**config.mk**
```make
export PLATFORM = sky130hd
export DESIGN_NAME = auxio_line_ctrl
export DESIGN_NICKNAME = d
export VERILOG_FILES = /design/src/shared/auxio_pkg.sv /design/src/logic/auxio_line_ctrl.sv
export SDC_FILE = /design/constraint.sdc
export NUM_CORES = 1
export LEC_CHECK = 0
export ABC_AREA = 1
export BUFFER_PORTS_ARGS = -buffer_cell sky130_fd_sc_hd__buf_2
export CAP_MARGIN = 10
export CORE_AREA = 2 2 40 42
export DETAILED_ROUTE_END_ITERATION = 7
export DIE_AREA = 0 0 42 44
export PLACE_DENSITY = 0.68
export SLEW_MARGIN = 20
export SYNTH_ARGS = -nofsm -noshare
export SYNTH_HDL_FRONTEND = slang
export SYNTH_SLANG_ARGS = --single-unit
export TNS_END_PERCENT = 5
```
**constraint.sdc**
```tcl
create_clock -name clk_sys -period 0.9 [get_ports clk_sys]
set_clock_uncertainty 0.15 [all_clocks]
set_input_delay 0.225 -clock clk_sys [delete_from_list [all_inputs] [get_ports clk_sys]]
set_output_delay 0.225 -clock clk_sys [all_outputs]
set_load 0.005 [all_outputs]
```
**src/shared/auxio_pkg.sv**
```systemverilog
/*
 Shared constants for the auxiliary line control block: input action codes,
 output condition codes and synchroniser reset level.
 Assumes the user of the block drives the mode selects from static configuration.
*/
package auxio_pkg;

   // ----------------------------------------
   // Input action selection
   // ----------------------------------------
   localparam int AUXIO_ACT_W = 3;
   localparam logic [2:0] AUXIO_ACT_NONE = 3'h0;
   localparam logic [2:0] AUXIO_ACT_STOP = 3'h1;
   localparam logic [2:0] AUXIO_ACT_PWOFF = 3'h2;
   localparam logic [2:0] AUXIO_ACT_MOVR = 3'h3;
   localparam logic [2:0] AUXIO_ACT_HOME = 3'h4;
   localparam logic [2:0] AUXIO_ACT_ALARM = 3'h5;

   // ----------------------------------------
   // Output condition selection
   // ----------------------------------------
   localparam int AUXIO_OUT_W = 3;
   localparam logic [2:0] AUXIO_OUT_OFF = 3'h0;
   localparam logic [2:0] AUXIO_OUT_ON = 3'h1;
   localparam logic [2:0] AUXIO_OUT_MOVING = 3'h2;
   localparam logic [2:0] AUXIO_OUT_ALARM = 3'h3;
   localparam logic [2:0] AUXIO_OUT_POWERED = 3'h4;
   localparam logic [2:0] AUXIO_OUT_FOUND = 3'h5;

   // ----------------------------------------
   // Synchroniser reset level
   // ----------------------------------------
   localparam logic AUXIO_SYNC_RST = 1'b0;

endpackage : auxio_pkg
```
**src/logic/auxio_line_ctrl.sv**
```systemverilog
/*
 Control logic for one auxiliary general purpose line of a motor controller.
 Assumes the line pin is resolved by the surroundings from out/oe_n, that the
 status inputs come from logic on clk_sys, and the action pulses are consumed
 by the motion core in the cycle they appear.
*/
`timescale 1ns/100ps

module auxio_line_ctrl
   import auxio_pkg::*;
(
   // Clock and reset
   input wire logic clk_sys,
   input wire logic rst_n,
   // Line pin
   input wire logic aux_io_line_in,
   output logic aux_io_line_out,
   output logic aux_io_line_oe_n,
   // Configuration
   input wire logic dir_is_output,
   input wire logic invert,
   input wire logic [AUXIO_ACT_W-1:0] in_action_sel,
   input wire logic [AUXIO_OUT_W-1:0] out_cond_sel,
   // Controller status
   input wire logic stat_moving,
   input wire logic stat_alarm,
   input wire logic stat_powered,
   input wire logic stat_found,
   // Action requests, one-cycle pulses
   output logic stop_command,
   output logic power_off_command,
   output logic movr_command,
   output logic home_command,
   output logic alarm_enter
);

   // ----------------------------------------
   // Start-up qualifier
   // ----------------------------------------
   // A level held across reset is no edge: wait until the
   // edge register holds a real pin sample
   logic warm1_q, warm2_q, warm3_q;

   always_ff @(posedge clk_sys or negedge rst_n) begin
      if (!rst_n) begin
         warm1_q <= 1'b0;
         warm2_q <= 1'b0;
         warm3_q <= 1'b0;
      end else begin
         warm1_q <= 1'b1;
         warm2_q <= warm1_q;
         warm3_q <= warm2_q;
      end
   end

   wire primed_w = warm3_q;

   // ----------------------------------------
   // Input synchroniser and edge detect
   // ----------------------------------------
   logic sync1_q, sync2_q, prev_q;

   always_ff @(posedge clk_sys or negedge rst_n) begin
      if (!rst_n) begin
         sync1_q <= AUXIO_SYNC_RST;
         sync2_q <= AUXIO_SYNC_RST;
         prev_q <= AUXIO_SYNC_RST;
      end else begin
         sync1_q <= aux_io_line_in;
         sync2_q <= sync1_q;
         prev_q <= sync2_q;
      end
   end

   wire rise_w = sync2_q & ~prev_q;
   wire fall_w = ~sync2_q & prev_q;
   wire edge_w = invert ? fall_w : rise_w;
   // Own driven level seen back on the pin must not fire actions
   wire fire_w = edge_w & ~dir_is_output & primed_w;

   // ----------------------------------------
   // Action request registers
   // ----------------------------------------
   logic stop_q, pwoff_q, movr_q, home_q, alarm_q;
   wire stop_d = fire_w & (in_action_sel == AUXIO_ACT_STOP);
   wire pwoff_d = fire_w & (in_action_sel == AUXIO_ACT_PWOFF);
   wire movr_d = fire_w & (in_action_sel == AUXIO_ACT_MOVR);
   wire home_d = fire_w & (in_action_sel == AUXIO_ACT_HOME);
   wire alarm_d = fire_w & (in_action_sel == AUXIO_ACT_ALARM);

   always_ff @(posedge clk_sys or negedge rst_n) begin
      if (!rst_n) begin
         stop_q <= 1'b0;
         pwoff_q <= 1'b0;
         movr_q <= 1'b0;
         home_q <= 1'b0;
         alarm_q <= 1'b0;
      end else begin
         stop_q <= stop_d;
         pwoff_q <= pwoff_d;
         movr_q <= movr_d;
         home_q <= home_d;
         alarm_q <= alarm_d;
      end
   end

   assign stop_command = stop_q;
   assign power_off_command = pwoff_q;
   assign movr_command = movr_q;
   assign home_command = home_q;
   assign alarm_enter = alarm_q;

   // ----------------------------------------
   // Output condition
   // ----------------------------------------
   logic cond_w;
   always_comb begin
      case (out_cond_sel)
         AUXIO_OUT_OFF: cond_w = 1'b0;
         AUXIO_OUT_ON: cond_w = 1'b1;
         AUXIO_OUT_MOVING: cond_w = stat_moving;
         AUXIO_OUT_ALARM: cond_w = stat_alarm;
         AUXIO_OUT_POWERED: cond_w = stat_powered;
         AUXIO_OUT_FOUND: cond_w = stat_found;
         default: cond_w = 1'b0;
      endcase
   end

   logic out_q, oe_n_q;
   always_ff @(posedge clk_sys or negedge rst_n) begin
      if (!rst_n) begin
         out_q <= 1'b0;
         oe_n_q <= 1'b1;
      end else begin
         // Inversion makes the low level the active one
         out_q <= cond_w ^ invert;
         oe_n_q <= ~dir_is_output;
      end
   end

   assign aux_io_line_out = out_q;
   assign aux_io_line_oe_n = oe_n_q;

   // ----------------------------------------
   // Assertions
   // ----------------------------------------
   dir_drive_a: assert property (@(posedge clk_sys) disable iff (!rst_n)
      ##1 (aux_io_line_oe_n == !$past(dir_is_output)))
      else $error("line enable does not follow direction");

   rise_fires_a: assert property (@(posedge clk_sys) disable iff (!rst_n)
      (primed_w && !dir_is_output && !invert && sync2_q && !prev_q
      && in_action_sel == AUXIO_ACT_STOP) |=> stop_command)
      else $error("rising edge did not fire stop");

   fall_fires_a: assert property (@(posedge clk_sys) disable iff (!rst_n)
      (primed_w && !dir_is_output && invert && !sync2_q && prev_q
      && in_action_sel == AUXIO_ACT_HOME) |=> home_command)
      else $error("falling edge did not fire home");

   wrong_edge_a: assert property (@(posedge clk_sys) disable iff (!rst_n)
      (invert && sync2_q && !prev_q) |=> !(stop_command || home_command || movr_command
      || power_off_command || alarm_enter))
      else $error("ignored edge fired an action");

   pwoff_sel_a: assert property (@(posedge clk_sys) disable iff (!rst_n)
      power_off_command |-> $past(in_action_sel) == AUXIO_ACT_PWOFF && !$past(dir_is_output))
      else $error("power off without its selection");

   single_req_a: assert property (@(posedge clk_sys) disable iff (!rst_n)
      (stop_command || movr_command || alarm_enter) |=> !(stop_command || movr_command
      || alarm_enter))
      else $error("action request longer than one cycle");

   out_move_a: assert property (@(posedge clk_sys) disable iff (!rst_n)
      (out_cond_sel == AUXIO_OUT_MOVING) |=> aux_io_line_out == ($past(stat_moving)
      ^ $past(invert)))
      else $error("output does not follow moving state");

   out_on_a: assert property (@(posedge clk_sys) disable iff (!rst_n)
      (out_cond_sel == AUXIO_OUT_ON && !invert) [*2] |-> aux_io_line_out)
      else $error("always-on output not active");

   start_quiet_a: assert property (@(posedge clk_sys) disable iff (!rst_n)
      !primed_w |=> !(stop_command || home_command || movr_command
      || power_off_command || alarm_enter))
      else $error("action fired before first pin sample");

   out_mode_quiet_a: assert property (@(posedge clk_sys) disable iff (!rst_n)
      dir_is_output |=> !(stop_command || home_command || movr_command
      || power_off_command || alarm_enter))
      else $error("action fired in output mode");

   one_req_a: assert property (@(posedge clk_sys) disable iff (!rst_n)
      $onehot0({stop_command, power_off_command, movr_command, home_command, alarm_enter}))
      else $error("more than one action at once");

   stop_sel_a: assert property (@(posedge clk_sys) disable iff (!rst_n)
      stop_command |-> $past(in_action_sel) == AUXIO_ACT_STOP && !$past(dir_is_output))
      else $error("stop without its selection");

   movr_sel_a: assert property (@(posedge clk_sys) disable iff (!rst_n)
      movr_command |-> $past(in_action_sel) == AUXIO_ACT_MOVR && !$past(dir_is_output))
      else $error("relative move without its selection");

   home_sel_a: assert property (@(posedge clk_sys) disable iff (!rst_n)
      home_command |-> $past(in_action_sel) == AUXIO_ACT_HOME && !$past(dir_is_output))
      else $error("home without its selection");

   alarm_sel_a: assert property (@(posedge clk_sys) disable iff (!rst_n)
      alarm_enter |-> $past(in_action_sel) == AUXIO_ACT_ALARM && !$past(dir_is_output))
      else $error("alarm entry without its selection");

   single_pulse_a: assert property (@(posedge clk_sys) disable iff (!rst_n)
      (home_command || power_off_command) |=> !(home_command || power_off_command))
      else $error("home or power off longer than one cycle");

   out_off_a: assert property (@(posedge clk_sys) disable iff (!rst_n)
      (out_cond_sel == AUXIO_OUT_OFF) |=> aux_io_line_out == $past(invert))
      else $error("always-off output not inactive");

   out_alarm_a: assert property (@(posedge clk_sys) disable iff (!rst_n)
      (out_cond_sel == AUXIO_OUT_ALARM) |=> aux_io_line_out == ($past(stat_alarm)
      ^ $past(invert)))
      else $error("output does not follow alarm state");

   out_power_a: assert property (@(posedge clk_sys) disable iff (!rst_n)
      (out_cond_sel == AUXIO_OUT_POWERED) |=> aux_io_line_out == ($past(stat_powered)
      ^ $past(invert)))
      else $error("output does not follow winding power");

   out_found_a: assert property (@(posedge clk_sys) disable iff (!rst_n)
      (out_cond_sel == AUXIO_OUT_FOUND) |=> aux_io_line_out == ($past(stat_found)
      ^ $past(invert)))
      else $error("output does not follow motor found");

endmodule : auxio_line_ctrl

```
==> flow_metrics.env, run 1 <==
export IMPL_start_util_pct=37.1
export IMPL_synth_seq_cells=13
export IMPL_cp_num_cells=1
export IMPL_htreeDepth=1
export IMPL_synth_avg_cell_area_sq_um=8.93
export IMPL_grt_remaining_overflow=0
export IMPL_hold_viol=0
export IMPL_rr_endpoint="stop_command"
export IMPL_drtIter0Drc=5
export IMPL_synth_top_area_share_pct=57.0
export IMPL_finalSetupViolCount=12
export IMPL_dieHeight_um=44
export IMPL_die_area_sq_um=1850
export IMPL_cts_sinks=13
export IMPL_grt_pass1_wl_um=1580
export IMPL_reg2reg_slack_ps=-130
export IMPL_grt_util_all_layers_pct=12.1
export IMPL_grt_max_degree=14
export IMPL_dr_pass1_iters=3
export IMPL_hp_class="primary input to flip-flop"
export IMPL_path_cells="buf_2"
export IMPL_path_delay_family="flip-flops"
export IMPL_top_layer_used="met3"
export IMPL_vias=458
export IMPL_synth_cell_types=13
export IMPL_antenna_cells=0
export IMPL_yosys_warnings=0
export IMPL_post_cts_buffers=0
export IMPL_timing_rr_start="sync2_q"
export IMPL_fin_ws_ps=-351
export IMPL_met3_length_um=43
export IMPL_powerDensity_nw_per_um2=1480
export IMPL_die_x_um=42
export IMPL_syn_area_sq_um=527
export IMPL_synth_fp_nets=74
export IMPL_path_buf_inv=1
export IMPL_min_period_ps=1250
export IMPL_grt_pass1_vias=428
export IMPL_wire_per_inst_um=8.17
export IMPL_violations="setup timing"
export IMPL_p_leak_nw=0.418
export IMPL_max_stage_delay_ps=520
export IMPL_maxCapViolations=0
export IMPL_drc=0
export IMPL_cts_path_max_buffers=2
export IMPL_grt_antenna_before_repair=0
export IMPL_synth_area_leader_cell="dfrtp_1"
export IMPL_cts_hold_buf=2
export IMPL_outcome="complete, but fails checks"
export IMPL_layout_drive_gt1_share_pct=38.6
export IMPL_core_area_sq_um=1420
export IMPL_final_nets=104
export IMPL_detail_route_antenna_nets=0
export IMPL_finalPower_w=0.00108
export IMPL_crit_slowest_cell="dfstp_2"
export IMPL_yosys_top_cells_area="dfrtp_1, nand2_1, inv_1"
export IMPL_slew_viol_final=0
export IMPL_clock_latency_ps=260
export IMPL_crit_fanout=1
export IMPL_place_area_sq_um=669
export IMPL_hold_worst_slack_ps=10.5
export IMPL_rsz0062_at_grt="true"
export IMPL_tns_ps=-2240
export IMPL_ys_seq_area_share_pct=62.0
export IMPL_met1_length_um=324
export IMPL_ios=22
export IMPL_gp_congestion=0.721
export IMPL_max_vdd_ir_drop_uv=1040
export IMPL_dr_wl_met2_um=483
export IMPL_crit_end="aux_io_line_oe_n"
export IMPL_fin_area_sq_um=726
export IMPL_critical_path_startpoint_type="flip-flop"
export IMPL_syn_to_final_growth_pct=37.8
export IMPL_fin_crit_sh_pct=139
export IMPL_worstSetupEndpointType="primary output"
export IMPL_via_per_inst=4.40
export IMPL_whs_path_depth=2
export IMPL_wl_um=850
export IMPL_port_buffers=21
export IMPL_fmax_mhz=799
export IMPL_path_clk_slew_ps=70
export IMPL_cts_buffers=3
export IMPL_criticalPathCategory="flip-flop to primary output"
export IMPL_cp_arrival_ps=880
export IMPL_syn_inst=59
export IMPL_worstPathRequired_ps=520
export IMPL_fp_row_count=14
export IMPL_dp_hpwl_um=704
export IMPL_root_buffer="clkbuf_4"
export IMPL_crit_path_start="aux_io_line_oe_n"
export IMPL_cts_tree="yes"
export IMPL_reg2regPathDepth=5
==> how the worst min path moves through the flow <==
| stage | startpoint | to | slack (ps) |
|---|---|---|---|
| final | in_action_sel[2] | stop_command | 10 |
| after global routing | in_action_sel[2] | stop_command | -5 |
| after CTS | in_action_sel[2] | stop_command | -10 |
| after detailed placement | rst_n | home_command | -30 |
| after global placement | rst_n | power_off_command | -30 |
| after floorplan | rst_n | alarm_enter | -220 |
==> sequential cells by signal (all words and copies together), names as in the netlist <==
register / flops
warm2_q: 1
power_off_command: 1
home_command: 1
aux_io_line_oe_n: 1
stop_command: 1
movr_command: 1
aux_io_line_out: 1
sync1_q: 1
warm1_q: 1
sync2_q: 1
primed_w: 1
prev_q: 1
alarm_enter: 1
==> cell usage after synthesis <==
cell type	n
inv_2	1
nand4_1	1
conb_1	1
nor2_1	6
nor3_2	1
dfrtp_1	12
nand3_1	6
nand3_2	1
a21oi_1	1
nand3b_1	1
inv_1	10
dfstp_2	1
nand2_1	17
==> routing by layer <==
layer | global-route usage [%] | up-vias
li1 | - | 236
met1 | 11.7 | 214
met2 | 21.3 | 8
met3 | 7.50 | 0
met4 | 3.87 | 0
met5 | 0 | -
==> per-stage QoR <==
step	setup WS (ps)	util, %	std cells
after CTS	-368	50.6	104
after floorplan	-59.1	-	59
after detailed placement	-130	47.2	98
after global placement	-105	47.2	98
after global routing	-402	51.1	104
final	-351	51.1	104
==> kinds of logic after synthesis <==
group	count (synthesis)	share of synthesized area [%]
simple gates	33	28.5
buf+inv	11	7.84
compound gates	1	0.949
other cells	1	0.712
flops	13	62.0
==> cells in the final DEF (no fill, tap or decap), drive strengths merged <==
| cell type | count |
|---|---|
| a21oi | 1 |
| buf | 23 |
| nor2 | 6 |
| inv | 11 |
| dfstp | 1 |
| dfrtp | 12 |
| nor3 | 1 |
| nand3 | 7 |
| nand2 | 17 |
| nand4 | 1 |
| dlygate4sd3 | 2 |
| clkbuf | 4 |
| conb | 1 |
| nand3b | 1 |
==> report_power, final <==
| part | internal [W] | switching [W] | leakage, nW | total (W) |
|---|---|---|---|---|
| Clock | 0.000171 | 0.000159 | 0.0150 | 0.000330 |
| Combinational | 0.0000612 | 0.0000728 | 0.241 | 0.000134 |
| Sequential | 0.000608 | 0.00000579 | 0.162 | 0.000613 |
==> timing repair <==
action                     4_1_cts  5_1_grt
gates resized for setup          1        2
setup endpoints to repair       12       12
pin swaps                        1        0
hold endpoints to repair        15        1
==> final cells by class <==
type | instances | area (sq um)
Clock buffer | 4 | 26.3
Sequential cell | 13 | 327
Timing Repair Buffer | 25 | 140
Fill cell | 131 | 693
Inverter | 11 | 41.3
Multi-Input combinational cell | 35 | 171
Tap cell | 16 | 20.0
(Power assumes the default switching activity.)
==> inputs of run 2 (changes only) <==
--- a/config.mk
+++ b/config.mk
@@ -11,7 +11,7 @@
 export CORE_AREA = 2 2 40 42
 export DETAILED_ROUTE_END_ITERATION = 7
 export DIE_AREA = 0 0 42 44
-export PLACE_DENSITY = 0.68
+export PLACE_DENSITY = 0.79
 export SLEW_MARGIN = 20
 export SYNTH_ARGS = -nofsm -noshare
 export SYNTH_HDL_FRONTEND = slang
==> flow_metrics.env, run 2 (same netlist as run 1, synthesis figures left out) <==
export IMPL_p_leak_nw=0.420
export IMPL_htreeDepth=1
export IMPL_layout_common_cells="buf_2, nand2_1, dfrtp_1"
export IMPL_gp_congestion=0.767
export IMPL_wire_per_inst_um=11.0
export IMPL_fin_area_sq_um=727
export IMPL_final_nets=104
export IMPL_max_vdd_ir_drop_uv=812
export IMPL_cts_path_max_buffers=2
export IMPL_finalSetupViolCount=12
export IMPL_via_per_inst=4.71
export IMPL_place_area_sq_um=662
export IMPL_path_delay_family="flip-flops"
export IMPL_grt_pass1_wl_um=1860
export IMPL_root_buffer="clkbuf_4"
export IMPL_finalPower_w=0.00112
export IMPL_crit_slowest_cell="dfstp_2"
export IMPL_whs_path_depth=2
export IMPL_violations="hold timing, setup timing"
export IMPL_grt_util_all_layers_pct=14.2
export IMPL_timing_rr_start="sync2_q"
export IMPL_syn_to_final_growth_pct=38.0
export IMPL_die_x_um=42
export IMPL_final_common_cell="buf_2"
export IMPL_worstSetupEndpointType="primary output"
export IMPL_die_area_sq_um=1850
export IMPL_dieHeight_um=44
export IMPL_antenna_cells=0
export IMPL_max_stage_delay_ps=520
export IMPL_criticalPathCategory="flip-flop to primary output"
export IMPL_reg2reg_slack_ps=-180
export IMPL_core_area_sq_um=1420
export IMPL_cp_num_cells=1
export IMPL_vias=490
export IMPL_fin_ws_ps=-372
export IMPL_min_period_ps=1270
export IMPL_critical_path_startpoint_type="flip-flop"
export IMPL_start_util_pct=37.1
export IMPL_path_clk_slew_ps=80
export IMPL_rsz0062_at_grt="true"
export IMPL_rr_endpoint="alarm_enter"
export IMPL_fp_row_count=14
export IMPL_fmax_mhz=786
export IMPL_path_buf_inv=1
export IMPL_powerDensity_nw_per_um2=1540
export IMPL_cts_sinks=13
export IMPL_dr_pass1_iters=4
export IMPL_clock_latency_ps=280
export IMPL_ios=22
export IMPL_detail_route_antenna_nets=0
export IMPL_layout_drive_gt1_share_pct=38.6
export IMPL_dp_hpwl_um=808
export IMPL_tns_ps=-2580
export IMPL_drc=0
export IMPL_hold_worst_slack_ps=-6.34
export IMPL_cts_buffers=3
export IMPL_hold_path_end="stop_command"
export IMPL_grt_remaining_overflow=0
export IMPL_cts_tree="yes"
export IMPL_path_cells="buf_2"
export IMPL_slew_viol_final=0
export IMPL_outcome="complete, but fails checks"
export IMPL_fin_crit_sh_pct=141
export IMPL_crit_fanout=1
export IMPL_hold_path_startpoint="in_action_sel[2]"
export IMPL_port_buffers=21
export IMPL_worstPathRequired_ps=520
export IMPL_hp_class="primary input to flip-flop"
export IMPL_grt_antenna_before_repair=0
export IMPL_grt_pass1_vias=477
export IMPL_wl_um=1150
export IMPL_cp_arrival_ps=900
export IMPL_reg2regPathDepth=5
export IMPL_grt_max_degree=14
export IMPL_maxCapViolations=0
export IMPL_pre_cts_slack_ps=-177
export IMPL_drtIter0Drc=4
export IMPL_hold_viol=1
[run 2: cell types whose count changed in the layout (fill, tap and decap cells not counted)]
cell and change:
buf_4 -1, clkbuf_1 -1, clkinv_2 +1, dlygate4sd3_1 +1, nand3_1 +1, nand3_2 -1, nor2_1 -1, nor2_2 +1
[run 2: what timing repair did]
item                                    CTS  global route
hold endpoints to repair                 16             0
setup buffers                             0             0
pin swaps                                 0             0
endpoints found under the setup margin   12            12
hold buffers                              3             0
gates resized for setup                   1             2
[run 2: worst reg2reg max path: stages, from the launching register on]
cell and delay [ps]:
dfrtp_1 400, nor2_1 90, nand2_1 70, nand2_2 80, nand3_1 90, nor2_1 130
[run 2: cell type report]
type / count / area, sq um
multi-input combinational: 35 / 169
tap: 16 / 20.0
timing repair buffer: 25 / 143
clock buffer: 3 / 22.5
fill: 135 / 692
sequential: 13 / 327
inverter: 11 / 41.3
clock inverter: 1 / 5.00
[run 2: worst max-delay path by stage]
stage / from / end / slack [ps]
after CTS: aux_io_line_oe_n / aux_io_line_oe_n / -370
after global placement: sync2_q / stop_command / -90
final: aux_io_line_oe_n / aux_io_line_oe_n / -370
after global routing: aux_io_line_oe_n / aux_io_line_oe_n / -390
after floorplan: sync2_q / alarm_enter / -60
after detailed placement: sync2_q / alarm_enter / -180
[run 2: where the power goes]
group / internal (W) / switching [W]
clock network: 0.000165 / 0.000205
logic: 0.0000612 / 0.0000756
registers: 0.000607 / 0.00000624
[run 2: metal layers]
layer	part of all wire, %	GRT usage, %	vias to the layer above	wire, um
li1	-	-	236	-
met3	4.6	2.50	5	53
met4	3.8	11.6	0	44
met1	34	12.4	231	396
met2	57	27.8	18	655
met5	0	0	-	0
[run 2: through the flow]
stage	cells	hold WS, ps	util (%)
after floorplan	59	-221	-
after global placement	97	-34.1	46.6
after detailed placement	97	-25.5	46.6
after CTS	104	-8.79	50.9
after global routing	104	3.51	51.2
final	104	-6.34	51.2
